$ cat config.mk
export PLATFORM = sky130hd
export DESIGN_NAME = scm_scanner_top
export DESIGN_NICKNAME = d
export VERILOG_FILES = /design/src/scm_pkg.sv /design/src/scm_crc_engine.sv /design/src/scm_scanner_top.sv
export VERILOG_INCLUDE_DIRS = /design/src
export SDC_FILE = /design/constraint.sdc
export NUM_CORES = 1
export LEC_CHECK = 0
export ABC_AREA = 1
export BUFFER_PORTS_ARGS = -buffer_cell sky130_fd_sc_hd__clkbuf_2
export CAP_MARGIN = 30
export CORE_ASPECT_RATIO = 0.5
export CORE_MARGIN = 2
export CORE_UTILIZATION = 55
export CTS_BUF_LIST = sky130_fd_sc_hd__clkbuf_2
export DETAILED_ROUTE_END_ITERATION = 8
export PLACE_DENSITY = 0.79
export SLEW_MARGIN = 20
export SYNTH_ARGS = -nofsm -noshare
export SYNTH_HDL_FRONTEND = slang
export SYNTH_SLANG_ARGS = --single-unit
export TNS_END_PERCENT = 50
$ cat constraint.sdc
create_clock -name clk_in -period 4.5 [get_ports clk_in]
set_input_delay 0.675 -clock clk_in [delete_from_list [all_inputs] [get_ports clk_in]]
set_output_delay 0.675 -clock clk_in [all_outputs]
set_load 0.01 [all_outputs]
$ cat src/scm_map.svh
`ifndef SCM_MAP_SVH
`define SCM_MAP_SVH

// ----------------------------------------
// register byte offsets
// ----------------------------------------
`define SCM_OFS_CRC_CON0   8'h00
`define SCM_OFS_CRC_CON1   8'h04
`define SCM_OFS_DATA_HI    8'h08
`define SCM_OFS_DATA_LO    8'h0c
`define SCM_OFS_ACC_HI     8'h10
`define SCM_OFS_ACC_LO     8'h14
`define SCM_OFS_SHIFT_HI   8'h18
`define SCM_OFS_SHIFT_LO   8'h1c
`define SCM_OFS_POLY_HI    8'h20
`define SCM_OFS_POLY_LO    8'h24
`define SCM_OFS_SCAN_CON0  8'h28
`define SCM_OFS_START_UP   8'h2c
`define SCM_OFS_START_HI   8'h30
`define SCM_OFS_START_LO   8'h34
`define SCM_OFS_END_UP     8'h38
`define SCM_OFS_END_HI     8'h3c
`define SCM_OFS_END_LO     8'h40

// ----------------------------------------
// crc_control_0 fields
// ----------------------------------------
`define SCM_CRC_EN_BIT     7
`define SCM_CRC_GO_BIT     6
`define SCM_CRC_BUSY_BIT   5
`define SCM_CRC_AUGMENT_ZEROS_MODE_BIT   4
`define SCM_CRC_ORDER_BIT  1
`define SCM_CRC_FULL_BIT   0

// ----------------------------------------
// crc_control_1 fields
// ----------------------------------------
`define SCM_DATA_LENGTH_MINUS_ONE_MSB       7
`define SCM_DATA_LENGTH_MINUS_ONE_LSB       4
`define SCM_POLY_LENGTH_MINUS_ONE_MSB       3
`define SCM_POLY_LENGTH_MINUS_ONE_LSB       0

// ----------------------------------------
// scanner_control_0 fields
// ----------------------------------------
`define SCM_SCAN_EN_BIT    7
`define SCM_SCAN_GO_BIT    6
`define SCM_SCAN_BUSY_BIT  5
`define SCM_SCAN_INV_BIT   4
`define SCM_SCAN_INTERRUPT_GATING_MODE_BIT  3
`define SCM_MODE_MSB       1
`define SCM_MODE_LSB       0
`define SCM_MODE_TRIG      2'h3
`define SCM_MODE_PEEK      2'h2
`define SCM_MODE_BURST     2'h1
`define SCM_MODE_CONC      2'h0

// ----------------------------------------
// reset values and limits
// ----------------------------------------
`define SCM_RST_BYTE       8'h00
`define SCM_RST_END_UP     6'h3f
`define SCM_RST_END_LO16   16'h0000
`define SCM_RST_ADDR       22'h000000
`define SCM_RST_WORD       16'h0000
`define SCM_POLY_LO_BIT0   1'h1
`define SCM_PFM_LIMIT      22'h008000
`define SCM_ADDR_STEP      22'h000001
`define SCM_ADDR_MAX       22'h3fffff

`endif

$ cat src/scm_pkg.sv
package scm_pkg;
  typedef enum logic {
    SCM_IDLE,
    SCM_FETCH
  } scm_state_t;
endpackage

$ cat src/scm_crc_engine.sv
`timescale 1ns/1ps
`default_nettype none
`include "scm_map.svh"
module scm_crc_engine
  import scm_pkg::*;
(
  input  wire logic        clk_in,
  input  wire logic        sys_rst_in,
  input  wire logic        en_in,
  input  wire logic        go_in,
  input  wire logic        order_in,
  input  wire logic        augment_in,
  input  wire logic [3:0]  data_length_minus_one_in,
  input  wire logic [3:0]  poly_length_minus_one_in,
  input  wire logic [15:0] poly_in,
  input  wire logic [15:0] word_in,
  input  wire logic        full_in,
  input  wire logic        acc_wr_hi_in,
  input  wire logic        acc_wr_lo_in,
  input  wire logic [7:0]  acc_wdata_in,
  output logic             take_out,
  output logic             busy_out,
  output logic [15:0]      acc_out,
  output logic [15:0]      shift_out
);
  logic [4:0]  count;
  logic [15:0] pmask;
  logic [15:0] dmask;
  logic [15:0] poly_full;
  logic [15:0] next_acc;
  logic        in_bit;
  logic        fb;

  // ----------------------------------------
  // data path hand-over and status
  // ----------------------------------------
  assign take_out = en_in && full_in && (count == 5'h00);
  assign busy_out = (count != 5'h00) || full_in;

  // ----------------------------------------
  // division step
  // ----------------------------------------
  always_comb begin
    pmask     = 16'hffff >> (4'hf - poly_length_minus_one_in);
    dmask     = 16'hffff >> (4'hf - data_length_minus_one_in);
    poly_full = (poly_in | 16'h0001) & pmask;
    in_bit    = order_in ? shift_out[0] : shift_out[15];
    if (augment_in) begin
      fb       = acc_out[poly_length_minus_one_in] ^ in_bit;
      next_acc = ((acc_out << 1) & pmask) ^ (fb ? poly_full : 16'h0000);
    end else begin
      fb       = acc_out[poly_length_minus_one_in];
      next_acc = (((acc_out << 1) | {15'h0000, in_bit}) & pmask)
                 ^ (fb ? poly_full : 16'h0000);
    end
  end

  // ----------------------------------------
  // shifter
  // ----------------------------------------
  always_ff @(posedge clk_in or posedge sys_rst_in) begin
    if (sys_rst_in) begin
      shift_out <= `SCM_RST_WORD;
      count     <= 5'h00;
    end else if (!en_in) begin
      shift_out <= `SCM_RST_WORD;
      count     <= 5'h00;
    end else if (take_out) begin
      // msb-first: align bit data_length_minus_one to the top so it goes first
      shift_out <= order_in ? (word_in & dmask)
                            : (word_in << (4'hf - data_length_minus_one_in));
      count     <= {1'b0, data_length_minus_one_in} + 5'h01;
    end else if (go_in && count != 5'h00) begin
      shift_out <= order_in ? (shift_out >> 1) : (shift_out << 1);
      count     <= count - 5'h01;
    end
  end

  // ----------------------------------------
  // accumulator; kept while disabled so it can be seeded
  // ----------------------------------------
  always_ff @(posedge clk_in or posedge sys_rst_in) begin
    if (sys_rst_in) begin
      acc_out <= `SCM_RST_WORD;
    end else if (acc_wr_hi_in) begin
      acc_out <= {acc_wdata_in, acc_out[7:0]};
    end else if (acc_wr_lo_in) begin
      acc_out <= {acc_out[15:8], acc_wdata_in};
    end else if (en_in && go_in && count != 5'h00) begin
      acc_out <= next_acc;
    end
  end
endmodule
`default_nettype wire

$ cat src/scm_scanner_top.sv
// Local design decisions: register access over APB and the placing of the registers.
`timescale 1ns/1ps
`default_nettype none
`include "scm_map.svh"
// ----------------------------------------
// Summary of operation
// ----------------------------------------
module scm_scanner_top
  import scm_pkg::*;
(
  input  wire logic        clk_in,
  input  wire logic        sys_rst_in,
  input  wire logic        psel_in,
  input  wire logic        penable_in,
  input  wire logic        pwrite_in,
  input  wire logic [7:0]  paddr_in,
  input  wire logic [31:0] pwdata_in,
  output logic [31:0]      prdata_out,
  output logic             pready_out,
  output logic             pslverr_out,
  input  wire logic        irq_active_in,
  input  wire logic        scan_trigger_in,
  input  wire logic        nvm_idle_in,
  input  wire logic        nvm_ack_in,
  input  wire logic [15:0] nvm_data_in,
  output logic             nvm_req_out,
  output logic [21:0]      nvm_addr_out,
  output logic             cpu_stall_out
);
  logic [7:0]  crc_con0;
  logic [7:0]  crc_con1;
  logic [7:0]  data_hi;
  logic [7:0]  data_lo;
  logic        full;
  logic [15:1] poly;
  logic        scan_en;
  logic        scan_go;
  logic        scan_busy;
  logic        scan_inv;
  logic        interrupt_gating_mode;
  logic [1:0]  mode;
  logic [21:0] end_addr;
  logic        rollover;
  scm_state_t  state;
  logic        wr_en;
  logic        rd_en;
  logic        hit;
  logic [7:0]  rd_byte;
  logic        take;
  logic        crc_busy;
  logic [15:0] acc;
  logic [15:0] shifter;
  logic        crc_ready;
  logic        go_eff;
  logic        mode_ok;
  logic        fetch_start;
  logic        addr_wr;
  logic [21:0] next_addr;

  // ----------------------------------------
  // apb slave: one wait state per transfer
  // ----------------------------------------
  assign wr_en   = psel_in && penable_in && pready_out && pwrite_in;
  assign rd_en   = psel_in && penable_in && !pready_out && !pwrite_in;
  assign addr_wr = wr_en && !scan_go;

  always_comb begin
    hit     = 1'b1;
    rd_byte = `SCM_RST_BYTE;
    case (paddr_in)
      `SCM_OFS_CRC_CON0:  rd_byte = {crc_con0[`SCM_CRC_EN_BIT], crc_con0[`SCM_CRC_GO_BIT],
                                     crc_busy, crc_con0[`SCM_CRC_AUGMENT_ZEROS_MODE_BIT], 2'h0,
                                     crc_con0[`SCM_CRC_ORDER_BIT], full};
      `SCM_OFS_CRC_CON1:  rd_byte = crc_con1;
      `SCM_OFS_DATA_HI:   rd_byte = data_hi;
      `SCM_OFS_DATA_LO:   rd_byte = data_lo;
      `SCM_OFS_ACC_HI:    rd_byte = acc[15:8];
      `SCM_OFS_ACC_LO:    rd_byte = acc[7:0];
      `SCM_OFS_SHIFT_HI:  rd_byte = shifter[15:8];
      `SCM_OFS_SHIFT_LO:  rd_byte = shifter[7:0];
      `SCM_OFS_POLY_HI:   rd_byte = poly[15:8];
      `SCM_OFS_POLY_LO:   rd_byte = {poly[7:1], `SCM_POLY_LO_BIT0};
      `SCM_OFS_SCAN_CON0: rd_byte = {scan_en, scan_go, scan_busy, scan_inv,
                                     interrupt_gating_mode, 1'b0, mode};
      `SCM_OFS_START_UP:  rd_byte = {2'h0, nvm_addr_out[21:16]};
      `SCM_OFS_START_HI:  rd_byte = nvm_addr_out[15:8];
      `SCM_OFS_START_LO:  rd_byte = nvm_addr_out[7:0];
      `SCM_OFS_END_UP:    rd_byte = {2'h0, end_addr[21:16]};
      `SCM_OFS_END_HI:    rd_byte = end_addr[15:8];
      `SCM_OFS_END_LO:    rd_byte = end_addr[7:0];
      default:            hit     = 1'b0;
    endcase
  end

  always_ff @(posedge clk_in or posedge sys_rst_in) begin
    if (sys_rst_in) begin
      pready_out  <= 1'b0;
      prdata_out  <= 32'h00000000;
      pslverr_out <= 1'b0;
    end else begin
      pready_out  <= psel_in && penable_in && !pready_out;
      pslverr_out <= psel_in && penable_in && !pready_out && !hit;
      if (rd_en) begin
        prdata_out <= {24'h000000, rd_byte};
      end
    end
  end

  // ----------------------------------------
  // crc configuration registers
  // ----------------------------------------
  always_ff @(posedge clk_in or posedge sys_rst_in) begin
    if (sys_rst_in) begin
      crc_con0 <= `SCM_RST_BYTE;
      crc_con1 <= `SCM_RST_BYTE;
      poly     <= 15'h0000;
    end else if (wr_en) begin
      case (paddr_in)
        `SCM_OFS_CRC_CON0: crc_con0 <= pwdata_in[7:0];
        `SCM_OFS_CRC_CON1: crc_con1 <= pwdata_in[7:0];
        `SCM_OFS_POLY_HI:  poly[15:8] <= pwdata_in[7:0];
        `SCM_OFS_POLY_LO:  poly[7:1]  <= pwdata_in[7:1];
        default: ;
      endcase
    end
  end

  // ----------------------------------------
  // data registers; cpu write or scanner delivery
  // ----------------------------------------
  always_ff @(posedge clk_in or posedge sys_rst_in) begin
    if (sys_rst_in) begin
      data_hi <= `SCM_RST_BYTE;
      data_lo <= `SCM_RST_BYTE;
    end else if (state == SCM_FETCH && nvm_ack_in && scan_en) begin
      data_hi <= nvm_data_in[15:8];
      data_lo <= nvm_data_in[7:0];
    end else if (wr_en && paddr_in == `SCM_OFS_DATA_HI) begin
      data_hi <= pwdata_in[7:0];
    end else if (wr_en && paddr_in == `SCM_OFS_DATA_LO) begin
      data_lo <= pwdata_in[7:0];
    end
  end

  // new word wins over the engine taking the previous one
  always_ff @(posedge clk_in or posedge sys_rst_in) begin
    if (sys_rst_in) begin
      full <= 1'b0;
    end else if ((wr_en && paddr_in == `SCM_OFS_DATA_LO)
                 || (state == SCM_FETCH && nvm_ack_in && scan_en)) begin
      full <= 1'b1;
    end else if (take || !crc_con0[`SCM_CRC_EN_BIT]) begin
      full <= 1'b0;
    end
  end

  scm_crc_engine scm_crc_engine_i (
    .clk_in       (clk_in),
    .sys_rst_in   (sys_rst_in),
    .en_in        (crc_con0[`SCM_CRC_EN_BIT]),
    .go_in        (crc_con0[`SCM_CRC_GO_BIT]),
    .order_in     (crc_con0[`SCM_CRC_ORDER_BIT]),
    .augment_in   (crc_con0[`SCM_CRC_AUGMENT_ZEROS_MODE_BIT]),
    .data_length_minus_one_in      (crc_con1[`SCM_DATA_LENGTH_MINUS_ONE_MSB:`SCM_DATA_LENGTH_MINUS_ONE_LSB]),
    .poly_length_minus_one_in      (crc_con1[`SCM_POLY_LENGTH_MINUS_ONE_MSB:`SCM_POLY_LENGTH_MINUS_ONE_LSB]),
    .poly_in      ({poly, 1'b0}),
    .word_in      ({data_hi, data_lo}),
    .full_in      (full),
    .acc_wr_hi_in (wr_en && paddr_in == `SCM_OFS_ACC_HI),
    .acc_wr_lo_in (wr_en && paddr_in == `SCM_OFS_ACC_LO),
    .acc_wdata_in (pwdata_in[7:0]),
    .take_out     (take),
    .busy_out     (crc_busy),
    .acc_out      (acc),
    .shift_out    (shifter)
  );

  // ----------------------------------------
  // scanner request conditions
  // ----------------------------------------
  // engine asks for a word once its data path is empty
  assign crc_ready = crc_con0[`SCM_CRC_EN_BIT] && crc_con0[`SCM_CRC_GO_BIT] && !full;
  // gating masks the start bit outside peek mode without clearing it
  assign go_eff = scan_go && !(interrupt_gating_mode && irq_active_in && mode != `SCM_MODE_PEEK);

  always_comb begin
    case (mode)
      `SCM_MODE_TRIG:  mode_ok = scan_trigger_in;
      `SCM_MODE_PEEK:  mode_ok = nvm_idle_in;
      `SCM_MODE_BURST: mode_ok = 1'b1;
      default:         mode_ok = 1'b1;
    endcase
  end

  assign fetch_start = scan_en && state == SCM_IDLE && go_eff && crc_ready && mode_ok
                       && nvm_addr_out <= end_addr && !scan_inv;
  assign next_addr   = nvm_addr_out + `SCM_ADDR_STEP;

  // ----------------------------------------
  // scanner state machine
  // ----------------------------------------
  always_ff @(posedge clk_in or posedge sys_rst_in) begin
    if (sys_rst_in) begin
      state       <= SCM_IDLE;
      nvm_req_out <= 1'b0;
    end else if (!scan_en) begin
      state       <= SCM_IDLE;
      nvm_req_out <= 1'b0;
    end else begin
      case (state)
        SCM_IDLE: begin
          if (fetch_start) begin
            state       <= SCM_FETCH;
            nvm_req_out <= 1'b1;
          end
        end
        SCM_FETCH: begin
          if (nvm_ack_in) begin
            state       <= SCM_IDLE;
            nvm_req_out <= 1'b0;
          end
        end
        default: begin
          state       <= SCM_IDLE;
          nvm_req_out <= 1'b0;
        end
      endcase
    end
  end

  // ----------------------------------------
  // current address, kept across scanner disable
  // ----------------------------------------
  always_ff @(posedge clk_in or posedge sys_rst_in) begin
    if (sys_rst_in) begin
      nvm_addr_out <= `SCM_RST_ADDR;
      rollover     <= 1'b0;
    end else if (state == SCM_FETCH && nvm_ack_in && scan_en) begin
      nvm_addr_out <= next_addr;
      if (nvm_addr_out == `SCM_ADDR_MAX) begin
        rollover <= 1'b1;
      end
    end else if (addr_wr && paddr_in == `SCM_OFS_START_UP) begin
      nvm_addr_out[21:16] <= pwdata_in[5:0];
      rollover            <= 1'b0;
    end else if (addr_wr && paddr_in == `SCM_OFS_START_HI) begin
      nvm_addr_out[15:8] <= pwdata_in[7:0];
      rollover           <= 1'b0;
    end else if (addr_wr && paddr_in == `SCM_OFS_START_LO) begin
      nvm_addr_out[7:0] <= pwdata_in[7:0];
      rollover          <= 1'b0;
    end
  end

  always_ff @(posedge clk_in or posedge sys_rst_in) begin
    if (sys_rst_in) begin
      end_addr <= {`SCM_RST_END_UP, `SCM_RST_END_LO16};
    end else if (addr_wr) begin
      case (paddr_in)
        `SCM_OFS_END_UP: end_addr[21:16] <= pwdata_in[5:0];
        `SCM_OFS_END_HI: end_addr[15:8]  <= pwdata_in[7:0];
        `SCM_OFS_END_LO: end_addr[7:0]   <= pwdata_in[7:0];
        default: ;
      endcase
    end
  end

  // ----------------------------------------
  // scanner control and status
  // ----------------------------------------
  always_ff @(posedge clk_in or posedge sys_rst_in) begin
    if (sys_rst_in) begin
      scan_en <= 1'b0;
      scan_go <= 1'b0;
      interrupt_gating_mode    <= 1'b0;
      mode    <= `SCM_MODE_CONC;
    end else if (wr_en && paddr_in == `SCM_OFS_SCAN_CON0) begin
      scan_en <= pwdata_in[`SCM_SCAN_EN_BIT];
      scan_go <= pwdata_in[`SCM_SCAN_GO_BIT];
      interrupt_gating_mode    <= pwdata_in[`SCM_SCAN_INTERRUPT_GATING_MODE_BIT];
      mode    <= pwdata_in[`SCM_MODE_MSB:`SCM_MODE_LSB];
    end else if (scan_go && state == SCM_IDLE && nvm_addr_out > end_addr) begin
      scan_go <= 1'b0;
    end
  end

  // invalid: rolled over, unmapped, or started without the engine running
  always_ff @(posedge clk_in or posedge sys_rst_in) begin
    if (sys_rst_in) begin
      scan_inv <= 1'b1;
    end else begin
      scan_inv <= rollover || nvm_addr_out >= `SCM_PFM_LIMIT
                  || (scan_go && !(crc_con0[`SCM_CRC_EN_BIT]
                                   && crc_con0[`SCM_CRC_GO_BIT]));
    end
  end

  always_ff @(posedge clk_in or posedge sys_rst_in) begin
    if (sys_rst_in) begin
      scan_busy <= 1'b0;
    end else begin
      scan_busy <= scan_en && (state == SCM_FETCH || fetch_start
                               || (go_eff && crc_ready));
    end
  end

  // burst stalls the cpu until the scan ends; with gating off an irq just waits
  always_ff @(posedge clk_in or posedge sys_rst_in) begin
    if (sys_rst_in) begin
      cpu_stall_out <= 1'b0;
    end else begin
      cpu_stall_out <= scan_en && mode == `SCM_MODE_BURST && go_eff
                       && !(scan_go && state == SCM_IDLE && nvm_addr_out > end_addr);
    end
  end
endmodule
`default_nettype wire

==> flow_summary.toml <==
[clock_network]
cts_tree = "yes"
cts_resized = 0
post_cts_buffers = 0
path_clk_slew_ns = 0.25
htree_levels = 4
cts_sinks = 146
clock_latency_ns = 0.77
cts_max_path_buffers = 2
cts-root-buf = "clkbuf_2"
cts_buffers = 17

[floorplanning]
die_area_sq_um = 20000
io_pins = 123
initial_utilization = 0.562
die_h_um = 101
fp.dieW_um = 198
placeableCoreArea_sq_um = 18400
num_rows = 35

[sta]
fmax_mhz = 373
finalSetupTns_ns = 0
tightest_slew_ns = 0.752
relSlewSlack = 0.499
period_minus_slack_ns = 2.68
finalCritPeriodShare = 0.596
rsz0062_at_grt = "false"
fin_skew_ns = 0.0427
finalSetupViolCount = 0
report.final.slew_viol_count = 0
finalHoldViolations = 0

[final_layout]
multi_input_area_sq_um = 5590
syn2layout_area_growth_pct = 6.65
finalCoreUtilization = 0.599
layout-drive-gt1-share = 0.116
regArea_sq_um = 3660
fin_area_sq_um = 11000
final_common_cell = "nand2_1"
final_cell_mix = "nand2_1, inv_1, dfrtp_1, o21ai_0, clkbuf_2"
layout.nets = 1637
antennaDiodeCount = 0
fillers = 1728

[pwr]
power_density_nw_per_um2 = 207
p_int_mw = 1.62
clkPwrFrac = 0.352
p_sw_mw = 0.667
cellLeakagePower_nw = 5.25
peakVddDrop_v = 0.000173
seq_power_share = 0.582
switching_share = 0.292
combPwrFrac = 0.066

[grt]
grt_remaining_overflow = 0
grt_pass1_vias = 10100
grt_max_degree = 100
grt_first_pass_wirelength_um = 56400
antenna_found_initial = 0
grt_usage = 0.372

[routing]
wl_per_cell_um = 19.9
drtIter0Drc = 1545
num_vias = 11000
final_antenna_net_count = 0
dr.pass1.iters = 7
vias_per_cell = 6.08
drc = 0
routed_wl_um = 36200

[place]
port_buffers = 74
dp_hpwl_um = 27200
postPlaceCellArea_sq_um = 10800
gp_congestion = 1.03

[synth]
ys_ff_latch = 146
synth_cell_type_count = 57
synth_mux_area_frac = 0
syn-instance-count = 1490
synth-seq-area-share = 0.354
synthAdderAreaFrac = 0.0350
yosys_warnings = 0
synth_area_per_cell_sq_um = 6.95
synth_xor_area_frac = 0.0118
synth_compound_area_frac = 0.182
syn_area_sq_um = 10400
synth_simple_gate_area_frac = 0.302
synth_top_family_by_area = "simple AND/OR/NAND/NOR gates"

[worst_setup_path]
endpoint_kind = "flop"
cp.required_ns = 5.16
cp_max_fo = 19
worstSetupPathType = "reg2reg"
cp.arrival_ns = 3.34
cp-start-kind = "flop"

[hold_path]
hold_class = "in2reg"

[job]
maxCapViolCount = 0

[run_status]
outcome = "finished clean"
==> final cells by class <==
class / instances / area share
repair buffers: 80 / 0.0408
multi-input cells: 1091 / 0.506
inverters: 207 / 0.0709
clock inverters: 12 / 0.0121
flip-flops and latches: 146 / 0.332
well taps: 259 / 0.0293
clock buffers: 20 / 0.00907
==> worst max-delay path, stage by stage (launching register included) <==
cell and delay [ns]:
dfrtp_1 0.40, inv_1 0.11, ha_1 0.20, nand2_1 0.07
nor2_2 0.17, nand2_4 0.13, nor2_4 0.43, inv_1 0.42
a31oi_1 0.27, o21ai_0 0.20, nand2_1 0.12, o22ai_1 0.07
==> metrics by stage <==
stage	worst slack (ns)	total power, mW	cells	hold WS [ns]
floorplan	2.00	1.44	1513	0.449
global placement	1.95	1.49	1780	0.466
detailed placement	1.91	1.50	1781	0.468
CTS	1.90	2.27	1814	0.131
global route	1.65	2.35	1815	0.0952
finish	1.82	2.29	1815	0.125
==> logic make-up after synthesis <==
family	count (synthesis)
compound gates	319
xor+xnor	14
fa+ha+maj	29
buf+inv	276
flops	146
other cells	1
simple gates	705
==> per-layer routing <==
| layer | global-route usage | up-vias | part of all wire |
|---|---|---|---|
| met1 | 0.527 | 5125 | 0.41 |
| met2 | 0.548 | 787 | 0.41 |
| met3 | 0.108 | 108 | 0.15 |
| met5 | 0 | - | 0 |
| li1 | - | 5014 | - |
| met4 | 0.119 | 0 | 0.033 |
==> synth_stat cells, drive strengths merged <==
cell type	instances	area, sq um
a22o	1	8.76
xor2	11	96.3
o311ai	2	17.5
a221oi	1	8.76
nor3b	1	7.51
nand3b	1	7.51
nor2	105	494
dfstp	7	184
a21oi	54	282
o21a	4	30.0
o21ai	136	696
a211oi	4	30.0
ha	29	363
dfrtp	139	3480
o221ai	8	70.1
nor3	19	111
o211ai	36	270
nor4	4	25.0
inv	207	780
a22oi	2	15.0
o2111ai	1	8.76
or2	4	25.0
and2	1	6.26
nand4	34	240
clkbuf	26	97.6
buf	43	315
conb	1	3.75
o41ai	1	8.76
nand2	439	1700
and3	1	6.26
o22ai	52	325
nand3	95	490
a32o	2	20.0
xnor2	3	26.3
a31oi	13	81.3
o31ai	2	15.0
or3b	1	8.76
==> timing repair <==
item / CTS / global route
endpoints found under the hold margin: 24 / 0
hold buffers: 1 / 0
setup endpoints to repair: 0 / 0
==> final timing paths <==
path	depth (start not counted)	from	endpoint	slack, ns
worst max-delay path	11	scm_crc_engine_i.count[0]	scm_crc_engine_i.shift_out[9]	1.82
worst min-delay path	3	nvm_data_in[15]	data_hi[7]	0.13
worst max register to register	11	scm_crc_engine_i.count[0]	scm_crc_engine_i.shift_out[9]	1.82
worst min register to register	2	scm_crc_engine_i.count[1]	scm_crc_engine_i.count[1]	0.51
max in group asynchronous	5	sys_rst_in	scan_inv	2.89
min in group asynchronous	3	sys_rst_in	scm_crc_engine_i.acc_out[2]	0.47
==> registers in the layout (all words and copies together), names as in the netlist, 2 cells and up <==
name / count
prdata_out: 8
scm_crc_engine_i.acc_out: 16
nvm_addr_out: 22
end_addr: 22
crc_con1: 8
scm_crc_engine_i.count: 5
scm_crc_engine_i.shift_out: 16
data_hi: 8
mode: 2
crc_con0: 4
poly: 15
data_lo: 8
==> power groups by stage <==
stage                     clock network [mW]  logic (mW)  registers, mW
after floorplan                            0      0.0915           1.35
after global placement                     0       0.140           1.35
after detailed placement                   0       0.145           1.35
after CTS                              0.796       0.147           1.33
after global routing                   0.857       0.164           1.33
final                                  0.806       0.150           1.33
Power figures use the tool's default switching activity.
